**src/core/rtc_regs.svh**
```systemverilog
// Purpose: register offsets, field positions and reset values of the clock register bank
// Assumes: 32-bit register words, one aligned word per register
// Notes:   included by the package; definitions only
`ifndef RTC_REGS_SVH
`define RTC_REGS_SVH

// ----------------------------------------------------------------------------
// register offsets (byte addresses)
// ----------------------------------------------------------------------------
`define RTC_ADDR_W          8
`define RTC_OFS_TIME        8'h00
`define RTC_OFS_ALARM       8'h04
`define RTC_OFS_CLKCTL      8'h08
`define RTC_OFS_DSCTL       8'h0C
`define RTC_OFS_STATUS      8'h10

// ----------------------------------------------------------------------------
// time word fields
// ----------------------------------------------------------------------------
`define RTC_HOUR_TEN_MSB    29
`define RTC_HOUR_TEN_LSB    28
`define RTC_HOUR_ONE_MSB    27
`define RTC_HOUR_ONE_LSB    24
`define RTC_MIN_TEN_MSB     22
`define RTC_MIN_TEN_LSB     20
`define RTC_MIN_ONE_MSB     19
`define RTC_MIN_ONE_LSB     16
`define RTC_SEC_TEN_MSB     14
`define RTC_SEC_TEN_LSB     12
`define RTC_SEC_ONE_MSB     11
`define RTC_SEC_ONE_LSB     8

// ----------------------------------------------------------------------------
// alarm date word fields
// ----------------------------------------------------------------------------
`define RTC_MON_TEN_BIT     20
`define RTC_MON_ONE_MSB     19
`define RTC_MON_ONE_LSB     16
`define RTC_DAY_TEN_MSB     13
`define RTC_DAY_TEN_LSB     12
`define RTC_DAY_ONE_MSB     11
`define RTC_DAY_ONE_LSB     8
`define RTC_WDAY_MSB        2
`define RTC_WDAY_LSB        0

// ----------------------------------------------------------------------------
// control and status bits, reset values
// ----------------------------------------------------------------------------
`define RTC_UNLOCK_BIT      3
`define RTC_DSDIS_BIT       12
`define RTC_ST_RUN_BIT      0
`define RTC_ST_DEEP_BIT     1
`define RTC_ST_BATT_BIT     2
`define RTC_ST_TBAD_BIT     3
`define RTC_ST_ABAD_BIT     4
`define RTC_SYNC_RST        3'b111
`endif

```
**src/core/rtc_pkg.sv**
```systemverilog
// Purpose: types shared by the clock register bank
// Assumes: rtc_regs.svh supplies widths
// Notes:   packed structs carry the register fields and the bus request
`include "rtc_regs.svh"
package rtc_pkg;

  // ----------------------------------------------------------------------------
  // register contents
  // ----------------------------------------------------------------------------
  typedef struct packed {
    logic [1:0] hour_tens_digit;
    logic [3:0] hour_units_digit;
    logic [2:0] minute_tens_digit;
    logic [3:0] minute_units_digit;
    logic [2:0] second_tens_digit;
    logic [3:0] second_units_digit;
  } rtc_time_s;

  typedef struct packed {
    logic       alarm_month_tens_digit;
    logic [3:0] alarm_month_units_digit;
    logic [1:0] alarm_day_tens_digit;
    logic [3:0] alarm_day_units_digit;
    logic [2:0] alarm_weekday_digit;
  } rtc_alarm_s;

  // power state, gray along run -> deep sleep -> battery
  typedef enum logic [1:0] {
    RTC_PM_RUN  = 2'b00,
    RTC_PM_DEEP = 2'b01,
    RTC_PM_BATT = 2'b11
  } rtc_pmode_e;

  typedef struct packed {
    logic [`RTC_ADDR_W-1:0] addr;
    logic [31:0]            wdata;
    logic                   wr;
    logic                   rd;
  } rtc_bus_req_s;

  typedef struct packed {
    logic       clock_write_unlock;
    logic       deep_sleep_clock_disable;
    logic [2:0] sup_sync;
    logic [2:0] slp_sync;
    logic       supply_ok;
    logic       sleep_req;
    rtc_pmode_e pmode;
    logic       clk_off_latched;
    logic       clock_run;
    logic       wake_pulse;
    logic [31:0] rdata;
  } rtc_ctl_s;

  typedef struct packed {
    rtc_time_s  tm;
    rtc_alarm_s al;
    rtc_ctl_s   ctl;
  } rtc_state_s;

endpackage : rtc_pkg

```
**src/core/rtc_time_alarm_regs.sv**
```systemverilog
// Purpose: register bank of the calendar clock unit: time, alarm date, control, power state
// Assumes: reset_n is the backup-domain reset; power pins arrive asynchronously
// Notes:   the counting logic sits outside and follows clock_run_enable
//
// Behaviour
// hour tens digit in bits 29-28
// hour units digit in bits 27-24
// minute tens digit in bits 22-20
// minute units digit in bits 19-16
// second tens digit in bits 14-12
// second units digit in bits 11-8
// unused bits read zero, ignore writes
// time writable only while unlock bit set
// alarm month tens digit at bit 20
// alarm month units digit in bits 19-16
// alarm day tens digit in bits 13-12
// alarm day units digit in bits 11-8
// alarm weekday in bits 2-0
// disable bit at deep sleep entry stops clock
// battery mode honours the same disable bit
// battery mode by hardware, wake looks like reset
// digit fields power up undefined
//
// Our own choices: the address-and-strobe port and the address map.
`timescale 1ns/1ps
`default_nettype none
`include "rtc_regs.svh"

module rtc_time_alarm_regs (
  input  wire logic                 sys_clk,
  input  wire logic                 reset_n,
  input  wire rtc_pkg::rtc_bus_req_s bus_req,
  output logic [31:0]               bus_rdata,
  input  wire logic                 main_supply_ok_pin,
  input  wire logic                 deep_sleep_req_pin,
  output logic                      clock_run_enable,
  output logic                      deep_sleep_mode,
  output logic                      battery_mode,
  output logic                      wake_por_pulse
);
  import rtc_pkg::*;

  rtc_state_s st_q;
  rtc_state_s st_d;

  // ----------------------------------------------------------------------------
  // field packing
  // ----------------------------------------------------------------------------
  // unused positions stay zero because only named fields are placed
  function automatic logic [31:0] time_word(input rtc_time_s t);
    logic [31:0] w;
    w = 32'h0000_0000;
    w[`RTC_HOUR_TEN_MSB:`RTC_HOUR_TEN_LSB] = t.hour_tens_digit;
    w[`RTC_HOUR_ONE_MSB:`RTC_HOUR_ONE_LSB] = t.hour_units_digit;
    w[`RTC_MIN_TEN_MSB:`RTC_MIN_TEN_LSB]   = t.minute_tens_digit;
    w[`RTC_MIN_ONE_MSB:`RTC_MIN_ONE_LSB]   = t.minute_units_digit;
    w[`RTC_SEC_TEN_MSB:`RTC_SEC_TEN_LSB]   = t.second_tens_digit;
    w[`RTC_SEC_ONE_MSB:`RTC_SEC_ONE_LSB]   = t.second_units_digit;
    return w;
  endfunction : time_word

  function automatic rtc_time_s time_field(input logic [31:0] w);
    rtc_time_s t;
    t.hour_tens_digit    = w[`RTC_HOUR_TEN_MSB:`RTC_HOUR_TEN_LSB];
    t.hour_units_digit   = w[`RTC_HOUR_ONE_MSB:`RTC_HOUR_ONE_LSB];
    t.minute_tens_digit  = w[`RTC_MIN_TEN_MSB:`RTC_MIN_TEN_LSB];
    t.minute_units_digit = w[`RTC_MIN_ONE_MSB:`RTC_MIN_ONE_LSB];
    t.second_tens_digit  = w[`RTC_SEC_TEN_MSB:`RTC_SEC_TEN_LSB];
    t.second_units_digit = w[`RTC_SEC_ONE_MSB:`RTC_SEC_ONE_LSB];
    return t;
  endfunction : time_field

  function automatic logic [31:0] alarm_word(input rtc_alarm_s a);
    logic [31:0] w;
    w = 32'h0000_0000;
    w[`RTC_MON_TEN_BIT]                  = a.alarm_month_tens_digit;
    w[`RTC_MON_ONE_MSB:`RTC_MON_ONE_LSB] = a.alarm_month_units_digit;
    w[`RTC_DAY_TEN_MSB:`RTC_DAY_TEN_LSB] = a.alarm_day_tens_digit;
    w[`RTC_DAY_ONE_MSB:`RTC_DAY_ONE_LSB] = a.alarm_day_units_digit;
    w[`RTC_WDAY_MSB:`RTC_WDAY_LSB]   = a.alarm_weekday_digit;
    return w;
  endfunction : alarm_word

  function automatic rtc_alarm_s alarm_field(input logic [31:0] w);
    rtc_alarm_s a;
    a.alarm_month_tens_digit  = w[`RTC_MON_TEN_BIT];
    a.alarm_month_units_digit = w[`RTC_MON_ONE_MSB:`RTC_MON_ONE_LSB];
    a.alarm_day_tens_digit    = w[`RTC_DAY_TEN_MSB:`RTC_DAY_TEN_LSB];
    a.alarm_day_units_digit   = w[`RTC_DAY_ONE_MSB:`RTC_DAY_ONE_LSB];
    a.alarm_weekday_digit     = w[`RTC_WDAY_MSB:`RTC_WDAY_LSB];
    return a;
  endfunction : alarm_field

  // ----------------------------------------------------------------------------
  // digit range checks, shown in status so software sees unloaded values
  // ----------------------------------------------------------------------------
  function automatic logic time_bad(input rtc_time_s t);
    return (t.hour_tens_digit > 2'h2) || (t.hour_units_digit > 4'h9) ||
           (t.minute_tens_digit > 3'h5) || (t.minute_units_digit > 4'h9) ||
           (t.second_tens_digit > 3'h5) || (t.second_units_digit > 4'h9);
  endfunction : time_bad

  function automatic logic alarm_bad(input rtc_alarm_s a);
    return (a.alarm_month_units_digit > 4'h9) || (a.alarm_day_units_digit > 4'h9) ||
           (a.alarm_weekday_digit > 3'h6);
  endfunction : alarm_bad

  // ----------------------------------------------------------------------------
  // next state
  // ----------------------------------------------------------------------------
  always_comb
  begin
    st_d                = st_q;
    st_d.ctl.rdata      = 32'h0000_0000;
    st_d.ctl.wake_pulse = 1'b0;

    // three-stage pin synchronisers; a level counts once stages two and three agree
    st_d.ctl.sup_sync = {st_q.ctl.sup_sync[1:0], main_supply_ok_pin};
    st_d.ctl.slp_sync = {st_q.ctl.slp_sync[1:0], deep_sleep_req_pin};
    if (st_q.ctl.sup_sync[1] == st_q.ctl.sup_sync[2])
    begin
      st_d.ctl.supply_ok = st_q.ctl.sup_sync[2];
    end
    if (st_q.ctl.slp_sync[1] == st_q.ctl.slp_sync[2])
    begin
      st_d.ctl.sleep_req = st_q.ctl.slp_sync[2];
    end

    // register writes; a locked time write is dropped silently
    if (bus_req.wr)
    begin
      case (bus_req.addr)
        `RTC_OFS_TIME:
        begin
          if (st_q.ctl.clock_write_unlock)
          begin
            st_d.tm = time_field(bus_req.wdata);
          end
        end
        `RTC_OFS_ALARM:  st_d.al = alarm_field(bus_req.wdata);
        `RTC_OFS_CLKCTL: st_d.ctl.clock_write_unlock = bus_req.wdata[`RTC_UNLOCK_BIT];
        `RTC_OFS_DSCTL:  st_d.ctl.deep_sleep_clock_disable = bus_req.wdata[`RTC_DSDIS_BIT];
        default:         ;
      endcase
    end

    // register reads, answered in the next cycle; unmapped reads give zero
    if (bus_req.rd)
    begin
      case (bus_req.addr)
        `RTC_OFS_TIME:   st_d.ctl.rdata = time_word(st_q.tm);
        `RTC_OFS_ALARM:  st_d.ctl.rdata = alarm_word(st_q.al);
        `RTC_OFS_CLKCTL: st_d.ctl.rdata[`RTC_UNLOCK_BIT] = st_q.ctl.clock_write_unlock;
        `RTC_OFS_DSCTL:  st_d.ctl.rdata[`RTC_DSDIS_BIT] = st_q.ctl.deep_sleep_clock_disable;
        `RTC_OFS_STATUS:
        begin
          st_d.ctl.rdata[`RTC_ST_RUN_BIT]  = st_q.ctl.clock_run;
          st_d.ctl.rdata[`RTC_ST_DEEP_BIT] = (st_q.ctl.pmode == RTC_PM_DEEP);
          st_d.ctl.rdata[`RTC_ST_BATT_BIT] = (st_q.ctl.pmode == RTC_PM_BATT);
          st_d.ctl.rdata[`RTC_ST_TBAD_BIT] = time_bad(st_q.tm);
          st_d.ctl.rdata[`RTC_ST_ABAD_BIT] = alarm_bad(st_q.al);
        end
        default:         ;
      endcase
    end

    // power state: the disable bit is caught at the moment a low-power state is entered from run
    case (st_q.ctl.pmode)
      RTC_PM_RUN:
      begin
        if (!st_q.ctl.supply_ok)
        begin
          st_d.ctl.pmode           = RTC_PM_BATT;
          st_d.ctl.clk_off_latched = st_q.ctl.deep_sleep_clock_disable;
        end
        else if (st_q.ctl.sleep_req)
        begin
          st_d.ctl.pmode           = RTC_PM_DEEP;
          st_d.ctl.clk_off_latched = st_q.ctl.deep_sleep_clock_disable;
        end
      end
      RTC_PM_DEEP:
      begin
        // supply loss during deep sleep keeps the choice made at sleep entry
        if (!st_q.ctl.supply_ok)
        begin
          st_d.ctl.pmode = RTC_PM_BATT;
        end
        else if (!st_q.ctl.sleep_req)
        begin
          st_d.ctl.pmode = RTC_PM_RUN;
        end
      end
      RTC_PM_BATT:
      begin
        // only the return of main supply ends battery mode; software has no say
        if (st_q.ctl.supply_ok)
        begin
          st_d.ctl.pmode      = RTC_PM_RUN;
          st_d.ctl.wake_pulse = 1'b1;
        end
      end
      default: st_d.ctl.pmode = RTC_PM_RUN;
    endcase
    st_d.ctl.clock_run = (st_d.ctl.pmode == RTC_PM_RUN) || !st_d.ctl.clk_off_latched;
  end

  // ----------------------------------------------------------------------------
  // state register
  // ----------------------------------------------------------------------------
  // digit fields take no reset so the time survives a backup-domain reset
  always_ff @(posedge sys_clk)
  begin
    st_q.tm <= st_d.tm;
    st_q.al <= st_d.al;
    if (!reset_n)
    begin
      st_q.ctl           <= '0;
      st_q.ctl.sup_sync  <= `RTC_SYNC_RST;
      st_q.ctl.slp_sync  <= 3'b000;
      st_q.ctl.supply_ok <= 1'b1;
      st_q.ctl.clock_run <= 1'b1;
    end
    else
    begin
      st_q.ctl <= st_d.ctl;
    end
  end

  assign bus_rdata        = st_q.ctl.rdata;
  assign clock_run_enable = st_q.ctl.clock_run;
  assign deep_sleep_mode  = (st_q.ctl.pmode == RTC_PM_DEEP);
  assign battery_mode     = (st_q.ctl.pmode == RTC_PM_BATT);
  assign wake_por_pulse   = st_q.ctl.wake_pulse;

  logic t_wr_ok;
  logic t_wr_lk;
  logic t_rd;
  logic a_wr;
  logic a_rd;
  assign t_wr_ok = bus_req.wr && bus_req.addr == `RTC_OFS_TIME && st_q.ctl.clock_write_unlock;
  assign t_wr_lk = bus_req.wr && bus_req.addr == `RTC_OFS_TIME && !st_q.ctl.clock_write_unlock;
  assign t_rd    = bus_req.rd && bus_req.addr == `RTC_OFS_TIME;
  assign a_wr    = bus_req.wr && bus_req.addr == `RTC_OFS_ALARM;
  assign a_rd    = bus_req.rd && bus_req.addr == `RTC_OFS_ALARM;
endmodule : rtc_time_alarm_regs
`default_nettype wire

```
**config.mk**
```make
export PLATFORM = sky130hd
export DESIGN_NAME = rtc_time_alarm_regs
export DESIGN_NICKNAME = d
export VERILOG_FILES = /design/src/core/rtc_pkg.sv /design/src/core/rtc_time_alarm_regs.sv
export VERILOG_INCLUDE_DIRS = /design/src /design/src/core
export SDC_FILE = /design/constraint.sdc
export NUM_CORES = 1
export LEC_CHECK = 0
export BUFFER_PORTS_ARGS = -buffer_cell sky130_fd_sc_hd__buf_2
export CORE_ASPECT_RATIO = 1.25
export CORE_MARGIN = 8
export CORE_UTILIZATION = 45
export CTS_CLUSTER_SIZE = 40
export DETAILED_ROUTE_END_ITERATION = 7
export HOLD_SLACK_MARGIN = 0.05
export PLACE_DENSITY = 0.74
export SYNTH_ARGS = -nofsm -noshare
export SYNTH_HDL_FRONTEND = slang
export SYNTH_SLANG_ARGS = --single-unit
```
**constraint.sdc**
```tcl
create_clock -name sys_clk -period 2.4 [get_ports sys_clk]
set_clock_uncertainty 0.2 [all_clocks]
set_input_delay 0.48 -clock sys_clk [delete_from_list [all_inputs] [get_ports sys_clk]]
set_output_delay 0.48 -clock sys_clk [all_outputs]
set_load 0.1 [all_outputs]
```
==> results of run 1 <==
==> cell usage after synthesis <==
master	instances
sky130_fd_sc_hd__nor3_1	3
sky130_fd_sc_hd__nand3b_1	1
sky130_fd_sc_hd__buf_4	32
sky130_fd_sc_hd__nor2_1	13
sky130_fd_sc_hd__or4_4	1
sky130_fd_sc_hd__nor4b_4	1
sky130_fd_sc_hd__a31o_1	1
sky130_fd_sc_hd__or4b_1	1
sky130_fd_sc_hd__buf_1	1
sky130_fd_sc_hd__or3_1	2
sky130_fd_sc_hd__a22oi_1	5
sky130_fd_sc_hd__nor3b_2	1
sky130_fd_sc_hd__or4_1	1
sky130_fd_sc_hd__nor3b_1	1
sky130_fd_sc_hd__a211oi_1	1
sky130_fd_sc_hd__a32oi_1	6
sky130_fd_sc_hd__conb_1	1
sky130_fd_sc_hd__a21boi_0	1
sky130_fd_sc_hd__and3_1	2
sky130_fd_sc_hd__nand3_1	5
sky130_fd_sc_hd__a222oi_1	1
sky130_fd_sc_hd__a31oi_1	1
sky130_fd_sc_hd__o21ai_0	10
sky130_fd_sc_hd__a21oi_1	3
sky130_fd_sc_hd__buf_2	1
sky130_fd_sc_hd__nand2_1	5
sky130_fd_sc_hd__edfxtp_1	34
sky130_fd_sc_hd__mux2_2	1
sky130_fd_sc_hd__nand2b_1	4
sky130_fd_sc_hd__nor4_2	1
sky130_fd_sc_hd__inv_1	4
sky130_fd_sc_hd__mux2i_1	2
sky130_fd_sc_hd__and2_1	15
sky130_fd_sc_hd__and4_1	1
sky130_fd_sc_hd__nor4_1	1
sky130_fd_sc_hd__nor2b_1	4
sky130_fd_sc_hd__buf_6	1
sky130_fd_sc_hd__a41o_1	1
sky130_fd_sc_hd__clkbuf_1	2
sky130_fd_sc_hd__dfxtp_1	40
==> metrics by stage <==
stage,util (%),setup WS (ns),power (uW)
after detailed placement,50.9,0.0384,1470
final,54.2,0.384,2330
after floorplan,-,0.00745,1430
after CTS,54.2,0.361,2350
after global routing,54.2,0.295,2410
after global placement,50.9,0.0574,1470
==> worst paths after layout <==
| check | end | startpoint |
|---|---|---|
| worst max-delay path | battery_mode | st_q[36] |
| worst min-delay path | st_q[77] | bus_req[28] |
| worst max register to register | bus_rdata[3] | st_q[80] |
| worst min register to register | st_d[44] | st_d[43] |
==> cells in the final DEF, fill, tap and decap left out, types with 2 or more instances in the layout <==
| cell | Yosys | final |
|---|---|---|
| sky130_fd_sc_hd__nand2b_1 | 4 | 4 |
| sky130_fd_sc_hd__o21ai_0 | 10 | 10 |
| sky130_fd_sc_hd__inv_1 | 4 | 4 |
| sky130_fd_sc_hd__buf_4 | 32 | 8 |
| sky130_fd_sc_hd__nor2_1 | 13 | 13 |
| sky130_fd_sc_hd__nor3_1 | 3 | 3 |
| sky130_fd_sc_hd__nand2_1 | 5 | 5 |
| sky130_fd_sc_hd__buf_2 | 1 | 66 |
| sky130_fd_sc_hd__and3_1 | 2 | 2 |
| sky130_fd_sc_hd__nor2b_1 | 4 | 4 |
| sky130_fd_sc_hd__dfxtp_1 | 40 | 40 |
| sky130_fd_sc_hd__edfxtp_1 | 34 | 34 |
| sky130_fd_sc_hd__a32oi_1 | 6 | 6 |
| sky130_fd_sc_hd__clkinv_2 | 0 | 2 |
| sky130_fd_sc_hd__a22oi_1 | 5 | 5 |
| sky130_fd_sc_hd__or3_1 | 2 | 2 |
| sky130_fd_sc_hd__a21oi_1 | 3 | 3 |
| sky130_fd_sc_hd__nand3_1 | 5 | 5 |
| sky130_fd_sc_hd__mux2i_1 | 2 | 2 |
| sky130_fd_sc_hd__clkbuf_8 | 0 | 10 |
| sky130_fd_sc_hd__and2_1 | 15 | 14 |
| sky130_fd_sc_hd__conb_1 | 1 | 7 |
==> cell families after synthesis <==
logic type	synth area share [%]
muxes	1.15
and+or+nand+nor	14.1
buffers and inverters	10.4
AOI/OAI and AO/OA	7.52
DFF	66.8
other	0.137
==> critical path, stage by stage, from the launching register on <==
cell,delay (ns)
sky130_fd_sc_hd__dfxtp_1,0.42
sky130_fd_sc_hd__nand2_1,0.09
sky130_fd_sc_hd__inv_1,0.07
sky130_fd_sc_hd__buf_2,0.42
==> sequential cells by signal, summed over array words and instances, names as in the netlist <==
| signal | cells |
|---|---|
| clock_run_enable | 1 |
| wake_por_pulse | 1 |
| st_d | 4 |
| bus_rdata | 25 |
| st_q | 43 |
==> power by group <==
| part | total [uW] | internal (uW) | switching (uW) |
|---|---|---|---|
| registers | 1320 | 1320 | 1.87 |
| clock network | 886 | 463 | 422 |
| logic | 119 | 33.6 | 85.3 |
==> layer usage <==
metal  GRT usage (%)  up-vias  routed length (um)
met3            5.18       10                 441
li1                -      826                   -
met5               0        -                   0
met1            11.1      750                1980
met2            19.4       59                2450
met4            10.7        0                 140
==> layout make-up <==
cell class	count	share of cell area [%]
Sequential cell	74	57.8
Multi-Input combinational cell	103	20.7
Timing Repair Buffer	74	12.4
Clock buffer	12	5.28
Tap cell	66	2.62
Clock inverter	4	0.755
Inverter	4	0.477
==> results summary, run 1 <==
STA classifies the critical path endpoint as an output port. The total of cells resized after clock tree synthesis is 0. Across the whole layout, storage elements account for 1820 sq um. The cell row count came out at 31. Setup repair after global routing left no endpoint under its margin. The first global-routing pass estimated 7.56 mm of wire. Synthesis inferred 74 register bits. The number of max-slew violations in the final report is 0. The global placement routability congestion is 0.794.

Once layout is done, the placed cells without fillers occupy 3150 sq um. The die outline width is 85.7 um. In this run the cell area measured after placement is 2960 sq um. The post-DP HPWL is 3.80 mm. The DRC violation count after routing is 0. The number of synthesis warnings is 0. By area the synthesized netlist is led by sky130_fd_sc_hd__edfxtp_1, sky130_fd_sc_hd__dfxtp_1, sky130_fd_sc_hd__buf_4.

The root buffer cell chosen for the clock tree is sky130_fd_sc_hd__clkbuf_8. The count of max-cap constraint violations came out at 0. Global routing used 11.8% of the available tracks. The data arrival time of the critical path is 1.34 ns.

The clock sink count came out at 74. From bottom edge to top edge, the die measures 103 um. The critical path in this run is classified as reg2out.

The residual antenna-violating net count after detailed routing is 0. The post-placement cell count is 321. The number of hold buffers added after cts came out at 0.

The number of CTS-inserted buffers came out at 9. The via count of the first global-routing pass was 1615. The static leakage is 0.00129 uW.

For flop-to-flop paths, the worst setup slack is 0.87 ns. The count of cell types in the netlist came out at 40. The number of fill cells in the layout is 522. The maximum fanout along the worst path is 6.

Once the clock tree was built, the setup fixing pass inserted 0 buffers. A synthesized cell averages 12.9 sq um. The number of cell instances on the worst register-to-register path came out at 4.

The finished layout holds 337 standard cells, fillers aside. The fraction of layout cells with a size suffix above 1 is 35.4%. The clock latency on the worst-skew pair came out at 0.34 ns. The number of search-and-repair iterations in the first detailed-routing pass is 4. The total congestion overflow came out at 0. The clock passes through at most 2 buffers. The mapped cell area came out at 2730 sq um. The final layout contains 312 nets. In this run the power density over the cells is 739 nW/um^2. The DRC marker count from the first detailed-route iteration came out at 62. Timing would allow up to 0.496 GHz. The H-tree was split into 3 levels.

The number of hold violations in the final report is 0. The final layout contains routed wiring with a total length of 5.01 mm. The number of buffers added on ports came out at 66. The area of the die is 8830 sq um. The worst-case vdd ir drop is 367 uV.

The core area is 5820 sq um. The number of instances on the worst hold path is 1. The smallest clock period supported by the final layout is computed as 2.02 ns. The class of the worst hold path is in2reg.

Setup total negative slack on the finished layout was measured at 0 ns. TritonCTS built the clock tree. Summed over all instances, the cell type with the most area after synthesis is sky130_fd_sc_hd__edfxtp_1.

The multi-input combinational cell area is 651 sq um. The initial utilization of the core area, before any placement, comes to 46.9%. Compared with the post-synthesis result, the final layout area differs by 15.5%.

The routed wire length per instance is 14.9 um. The tightest hold path in the finished design has a slack of 0.111 ns. The initial antenna violation count came out at 0. The sequential area share after synthesis came out at 66.8%. The number of setup violations in the final report is 0.

The post-route fraction of the period consumed by the critical path is 84.0%. The run finished with clean final reports. The routed layout has 1645 vias. Clock-pin slew was measured on the worst setup and hold paths at 0.07 ns.

The number of antenna cells inserted came out at 0. The detailed-route vias per instance came out at 4.88. The largest net degree at the start of global routing is 21. The share of the synthesized area in the top cell type came out at 37.4%.

The element type at the critical path start is a flip-flop. The number of top-level pins came out at 82. The gate count after technology mapping is 212. Data on the critical path is required at its endpoint by 1.72 ns.
(Power assumes the default switching activity.)
==> inputs of run 2 (changes only) <==
--- a/config.mk
+++ b/config.mk
@@ -9,11 +9,11 @@
 export BUFFER_PORTS_ARGS = -buffer_cell sky130_fd_sc_hd__buf_2
 export CORE_ASPECT_RATIO = 1.25
 export CORE_MARGIN = 8
-export CORE_UTILIZATION = 45
+export CORE_UTILIZATION = 50
 export CTS_CLUSTER_SIZE = 40
 export DETAILED_ROUTE_END_ITERATION = 7
 export HOLD_SLACK_MARGIN = 0.05
-export PLACE_DENSITY = 0.74
+export PLACE_DENSITY = 0.78
 export SYNTH_ARGS = -nofsm -noshare
 export SYNTH_HDL_FRONTEND = slang
 export SYNTH_SLANG_ARGS = --single-unit
==> constraint.sdc (replaced) <==
create_clock -name sys_clk -period 2 [get_ports sys_clk]
set_clock_uncertainty 0.2 [all_clocks]
set_input_delay 0.4 -clock sys_clk [delete_from_list [all_inputs] [get_ports sys_clk]]
set_output_delay 0.4 -clock sys_clk [all_outputs]
set_load 0.1 [all_outputs]
==> run 2 against run 1 <==
Net effect: critical path depth shrank 1; die area shrank 8.3%; largest power group unchanged; flip-flop and latch count is the same; critical path type unchanged; final area grew 11%; via count grew 11%; clock power grew 43%; sequential power grew 20%; critical endpoint is now deep_sleep_mode.
==> results summary, run 2 (synthesized netlist as in run 1, its figures left out) <==
Setup repair after global routing left no endpoint under its margin. The post-layout minimum cycle time is 1.92 ns. The pre-CTS setup slack is -0.142 ns. The global-route usage over all layers is 14.7%.

The worst setup path is of the reg2out kind. TritonCTS built the clock tree. The first TritonRoute pass finished after 4 iterations. The maximum clock rate is 0.520 GHz. The HPWL after detailed placement is 3.98 mm. The clock latency on the worst-skew pair came out at 0.34 ns. The relative contribution of combinational cells to total power came out at 6.0%.

The number of max-slew violations in the final report came out at 0. Leaving out fill and tap cells, the most frequent cell in the layout is sky130_fd_sc_hd__buf_2. STA classifies the critical path endpoint as an output port. The cell row count is 30.

After detailed placement, the design holds a cell count of 323. The required time at the endpoint of the critical path is 1.40 ns. The maximum buffer depth of the clock tree is 2. The clock power share came out at 41.7%. The register share of total power came out at 52.3%. The effective utilization at floorplan is 50.8%. The core area is 5370 sq um. The worst setup path is launched from a flip-flop.

The tree is rooted in a sky130_fd_sc_hd__clkbuf_8. The total internal power is 2400 uW. The layout has 403 filler cells. The vertical extent of the die came out at 98.6 um.

The data arrival time of the critical path is 1.32 ns. The initial antenna violation count is 0. The synthesis-to-layout area growth is 28.2%.

The number of CTS-inserted buffers came out at 9. The number of vias after detailed routing came out at 1833. The first global-routing pass estimated 8.94 mm of wire. The total congestion overflow is 0. The power spent charging and discharging nets came out at 638 uW. The routed wire length per instance is 15.6 um.

The via count of the first global-routing pass is 1935. The flow ran to the end, and the final reports show no timing, DRC or antenna violations. The non-filler instance count after layout came out at 363. The number of nets at the end of the flow came out at 340. The residual antenna-violating net count after detailed routing is 0.

The power per standard cell area came out at 868 nW/um^2. The maximum fanout along the worst path came out at 5. The die outline width came out at 82.1 um. The minimum hold slack is 0.0656 ns. The total wire length came out at 5.68 mm. The DRC violation count after routing came out at 0. The post-route fraction of the period consumed by the critical path came out at 96.1%. The clock-pin slew of the registers on the worst-case setup and hold paths is 0.08 ns. The detailed-route vias per instance came out at 5.05. In this run switching power makes up 21.0% of total power. The number of hold violations in the final report came to 0. The area of the die came out at 8090 sq um.

The number of top-level pins came out at 82. Leaving out fill and tap cells, the most frequent cells in the layout are sky130_fd_sc_hd__buf_2, sky130_fd_sc_hd__dfxtp_1, sky130_fd_sc_hd__edfxtp_1. The number of instances on the worst hold path came out at 1.

The fraction of layout cells with a size suffix above 1 came out at 34.1%. The register with the most flip-flops in the final layout is st_q. Setup violations remaining at the end of the flow were counted as 0.

The setup slack of the most critical reg-to-reg path came out at 0.41 ns. The count of max-cap constraint violations came out at 0. The number of antenna cells inserted came out at 0. The worst-case vdd ir drop came out at 387 uV. The multi-input combinational cells in the finished layout cover a total of 654 sq um. The number of cell instances on the worst register-to-register path is 4. The number of flip-flops under the largest register name is 43. The class of the worst hold path is in2reg. The share of the core filled with cells in the final layout is 65.2%. The number of H-tree branching levels came out at 3. The global placement routability congestion came out at 0.820.

The setup slack after layout came out at 0.0774 ns. The number of buffers added on ports is 66. For this block, the initial DRC count from the detailed router was 124. The largest net degree at the start of global routing came out at 18. The clock sink count is 74. In this run the static leakage power is 0.00144 uW. The sequential cells in the finished layout cover a total of 1820 sq um.
run 2: changes by cell type in the layout (fill, tap and decap cells not counted), sizes merged:
cell         previous run  this run
dlygate4sd3             0        24
buf                    74        78
clkbuf                 12        15
clkinv                  2         1
clkinvlp                1         0
inv                     5         4
run 2: through the flow:
| stage | total power, uW | instance area [sq um] | setup TNS, ns |
|---|---|---|---|
| 2_1_floorplan | 1720 | 2760 | -6.83 |
| 3_3_place_gp | 1760 | 3020 | -3.71 |
| 3_5_place_dp | 1770 | 3020 | -4.36 |
| 4_1_cts | 3040 | 3500 | 0 |
| 5_1_grt | 3130 | 3500 | 0 |
| 6_report | 3040 | 3500 | 0 |
run 2: routing by layer:
layer  up-vias  track usage, %  routed length [um]
li1        880               -                   -
met1       877            14.3                2030
met2        63            25.6                3020
met3        13            4.83                 480
met4         0            9.21                 147
met5         -               0                   0
run 2: layout make-up:
type	count	share of cell area (%)
Clock buffer	15	6.55
Clock inverter	1	0.250
Inverter	4	0.429
Multi-Input combinational cell	103	18.7
Sequential cell	74	52.1
Tap cell	64	2.29
Timing Repair Buffer	102	19.7
run 2: timing repair:
item | 4_1_cts | 5_1_grt
resized for setup | 1 | 0
setup endpoints to repair | 1 | 0
hold endpoints to repair | 34 | 0
buffers inserted | 0 | 0
hold buffers | 24 | 0
run 2: worst max-delay path: stages (launching register included):
cell	delay [ns]
sky130_fd_sc_hd__dfxtp_1	0.39
sky130_fd_sc_hd__nor2b_2	0.16
sky130_fd_sc_hd__buf_2	0.43
run 2: path summary, 6_finish.rpt:
path / from / endpoint
worst max-delay path: st_q[35] / deep_sleep_mode
worst min-delay path: bus_req[14] / st_q[54]
worst max register to register: st_q[79] / bus_rdata[3]
worst min register to register: st_d[43] / st_d[44]
run 2: power groups by stage:
stage / Clock (uW) / Sequential [uW] / Combinational, uW
detailed placement: 0 / 1620 / 146
floorplan: 0 / 1620 / 100
global route: 1350 / 1590 / 195
CTS: 1270 / 1590 / 183
global placement: 0 / 1620 / 143
finish: 1270 / 1590 / 183
==> inputs of run 3 (changes only) <==
--- a/config.mk
+++ b/config.mk
@@ -8,12 +8,13 @@
 export LEC_CHECK = 0
 export BUFFER_PORTS_ARGS = -buffer_cell sky130_fd_sc_hd__buf_2
 export CORE_ASPECT_RATIO = 1.25
-export CORE_MARGIN = 8
+export CORE_MARGIN = 2
 export CORE_UTILIZATION = 50
 export CTS_CLUSTER_SIZE = 40
 export DETAILED_ROUTE_END_ITERATION = 7
 export HOLD_SLACK_MARGIN = 0.05
 export PLACE_DENSITY = 0.78
+export RECOVER_POWER = 100
 export SYNTH_ARGS = -nofsm -noshare
 export SYNTH_HDL_FRONTEND = slang
 export SYNTH_SLANG_ARGS = --single-unit
==> run 3 against run 2 <==
Net effect: non-clock buffer count down 1; largest power group unchanged; register-to-register slack better by 0.08 ns; critical path depth unchanged; die area down 25%; flip-flop and latch count unchanged; clock-buffer cell count down 3; routed wire length down 13%; final area down 3.1%; first-iteration DRC count down 24%.
==> results summary, run 3 (synthesized netlist as in run 1, its figures left out) <==
The maximum fanout along the worst path is 5. Dividing the detail-routed via count by the number of cells gives 4.95. IR analysis of the VDD net gives a maximum drop of 584 uV. The number of setup violations in the final report came out at 0. The post-DP HPWL came out at 3.46 mm.

The initial antenna violation count came out at 0. The global-route usage over all layers came out at 17.0%. The worst register-to-register path has a depth of 4. The transition time at the pin with the least slew margin is 0.633 ns.

The die outline width came out at 70.1 um. The setup total negative slack came out at 0 ns. The setup slack of the most critical reg-to-reg path is 0.49 ns. The start-to-end type of the worst setup path is reg2out. The routed wire length per instance came out at 13.7 um. The largest net degree at the start of global routing came out at 18.

The element type at the critical path start is a flip-flop. The synthesis-to-layout area growth came out at 24.2%. The via count of the first global-routing pass is 1691. Cells fill 63.6% of the core in the end. The CTS tree is yes. The slowest stage cell on the critical path is sky130_fd_sc_hd__buf_2.

The number of max-slew violations in the final report is 0. The vertical extent of the die came out at 86.6 um. The core area came out at 5330 sq um. Once placement finished, the instance area stood at 3020 sq um. The number of antenna cells inserted is 0. Once the floorplan was initialized, standard cells occupied 51.2% of the core. Post-CTS timing repair inserted 0 buffers for setup. The worst hold path endpoint is st_d[40]. The tree is rooted in a sky130_fd_sc_hd__clkbuf_8. The flow ran to the end, and the final reports show no timing, DRC or antenna violations. The number of flip-flops under the largest register name is 43.

The endpoint identified for the worst register-to-register timing path is bus_rdata[3]. In this run the deepest clock path goes through 2 buffers. st_q holds more flip-flops than any other register. The total congestion overflow came out at 0.

In this run the static leakage power is 0.00133 uW. The total wire length is 4.95 mm. Leaving out fill and tap cells, the most frequent cell in the layout is sky130_fd_sc_hd__dfxtp_1.

The most critical setup path has its startpoint at st_q[35]. The post-layout minimum cycle time is 1.94 ns. The final standard cell area without fillers is 3390 sq um. The pre-CTS setup slack is -0.157 ns.

The area taken by flip-flops and latches came out at 1820 sq um. The count of max-cap constraint violations came out at 0. After detailed routing, the number of remaining DRC violations is 0. The number of nets at the end of the flow came out at 339. The global placement routability congestion came out at 0.878. The data arrival time of the critical path is 1.34 ns.

The multi-input combinational cell area is 647 sq um. The number of buffers added on ports came out at 66. The worst hold path begins at deep_sleep_req_pin. The number of fill cells in the layout came out at 434. The signal on the critical path passes through nor2b_2 -> buf_2. The number of hold violations in the final report is 0. The delay contributed by the slowest stage of the critical path came out at 0.43 ns. The setup slack after layout came out at 0.0617 ns. The number of vias after detailed routing came out at 1791.

In the layout the commonest cells are sky130_fd_sc_hd__dfxtp_1, sky130_fd_sc_hd__edfxtp_1, sky130_fd_sc_hd__buf_2, sky130_fd_sc_hd__clkbuf_2, sky130_fd_sc_hd__dlygate4sd3_1. Static timing analysis puts the maximum clock frequency at 0.516 GHz. TritonCTS created 9 clock buffers.

After clock tree synthesis, the clock-pin slew on the worst setup and hold paths is 0.07 ns. The number of top-level pins is 82. STA classifies the critical path endpoint as an output port. In this run the critical register-to-register path is launched from st_q[79].

The first detailed-routing pass ran for 4 iterations. The number of instances on the worst hold path came out at 2. The die covers 6070 sq um. Setup repair after global routing left no endpoint under its margin.

The first global-routing pass estimated 7.53 mm of wire. The post-route fraction of the period consumed by the critical path came out at 96.9%. In this run, the number of DRC markers left after iteration 0 of detailed routing was 94. The tightest min-delay check is of the in2reg type.

The cell row count is 30. The fraction of layout cells with a size suffix above 1 came out at 27.2%. The H-tree was split into 3 levels. The power per standard cell area came out at 830 nW/um^2. Measured against its own limit, the worst slew margin works out to 57.8%. The clock sink count came out at 74. The residual antenna-violating net count after detailed routing came out at 0. The clock latency on the worst-skew pair is 0.34 ns.

The required time at the endpoint of the critical path came out at 1.40 ns.
## run 3: metrics by stage
step,power (uW),hold WS (ns),instances
after floorplan,1720,0.186,218
after global placement,1760,0.189,323
after detailed placement,1770,0.192,323
after CTS,2850,0.0511,362
after global routing,2930,0.0720,362
final,2810,0.0651,362
## run 3: worst max path at each step
stage,endpoint,cells after the start,slack (ns)
after CTS,battery_mode,3,0.006
final,deep_sleep_mode,2,0.06
after detailed placement,bus_rdata[1],5,-0.16
after floorplan,st_q[61],3,-0.24
after global placement,bus_rdata[1],5,-0.14
after global routing,deep_sleep_mode,2,0.03
## run 3: layout make-up
class | instances | share of cell area [%]
Sequential cell | 74 | 53.7
Timing Repair Buffer | 101 | 19.1
Multi-Input combinational cell | 103 | 19.1
Clock buffer | 12 | 3.99
Tap cell | 64 | 2.36
Clock inverter | 4 | 1.26
Inverter | 4 | 0.443
## run 3: power by group
| part | internal (uW) | total [uW] | leakage, uW | switching [uW] |
|---|---|---|---|---|
| clock | 567 | 1050 | 0.0000894 | 484 |
| combinational | 66.9 | 175 | 0.000614 | 108 |
| sequential | 1590 | 1590 | 0.000629 | 2.26 |
| total | 2220 | 2810 | 0.00133 | 594 |
## run 3: critical path: cells and delay by family (launching register included)
kind                   cells  cell delay (ns)
DFF                        1             0.39
buffers and inverters      1             0.43
and+or+nand+nor            1             0.17
## run 3: layer usage
layer  share of wire (%)  wire length, um  GRT usage (%)  up-vias
met1                  41             2040           18.2      839
met5                   0                0              0        -
met3                 5.2              257           4.77       15
met4                 4.0              200           12.9        0
li1                    -                -              -      881
met2                  49             2450           28.5       56
## run 3: what timing repair did
item	CTS	global route
endpoints found under the setup margin	0	1
resized for setup	0	1
endpoints found under the hold margin	33	0
hold buffers	23	0
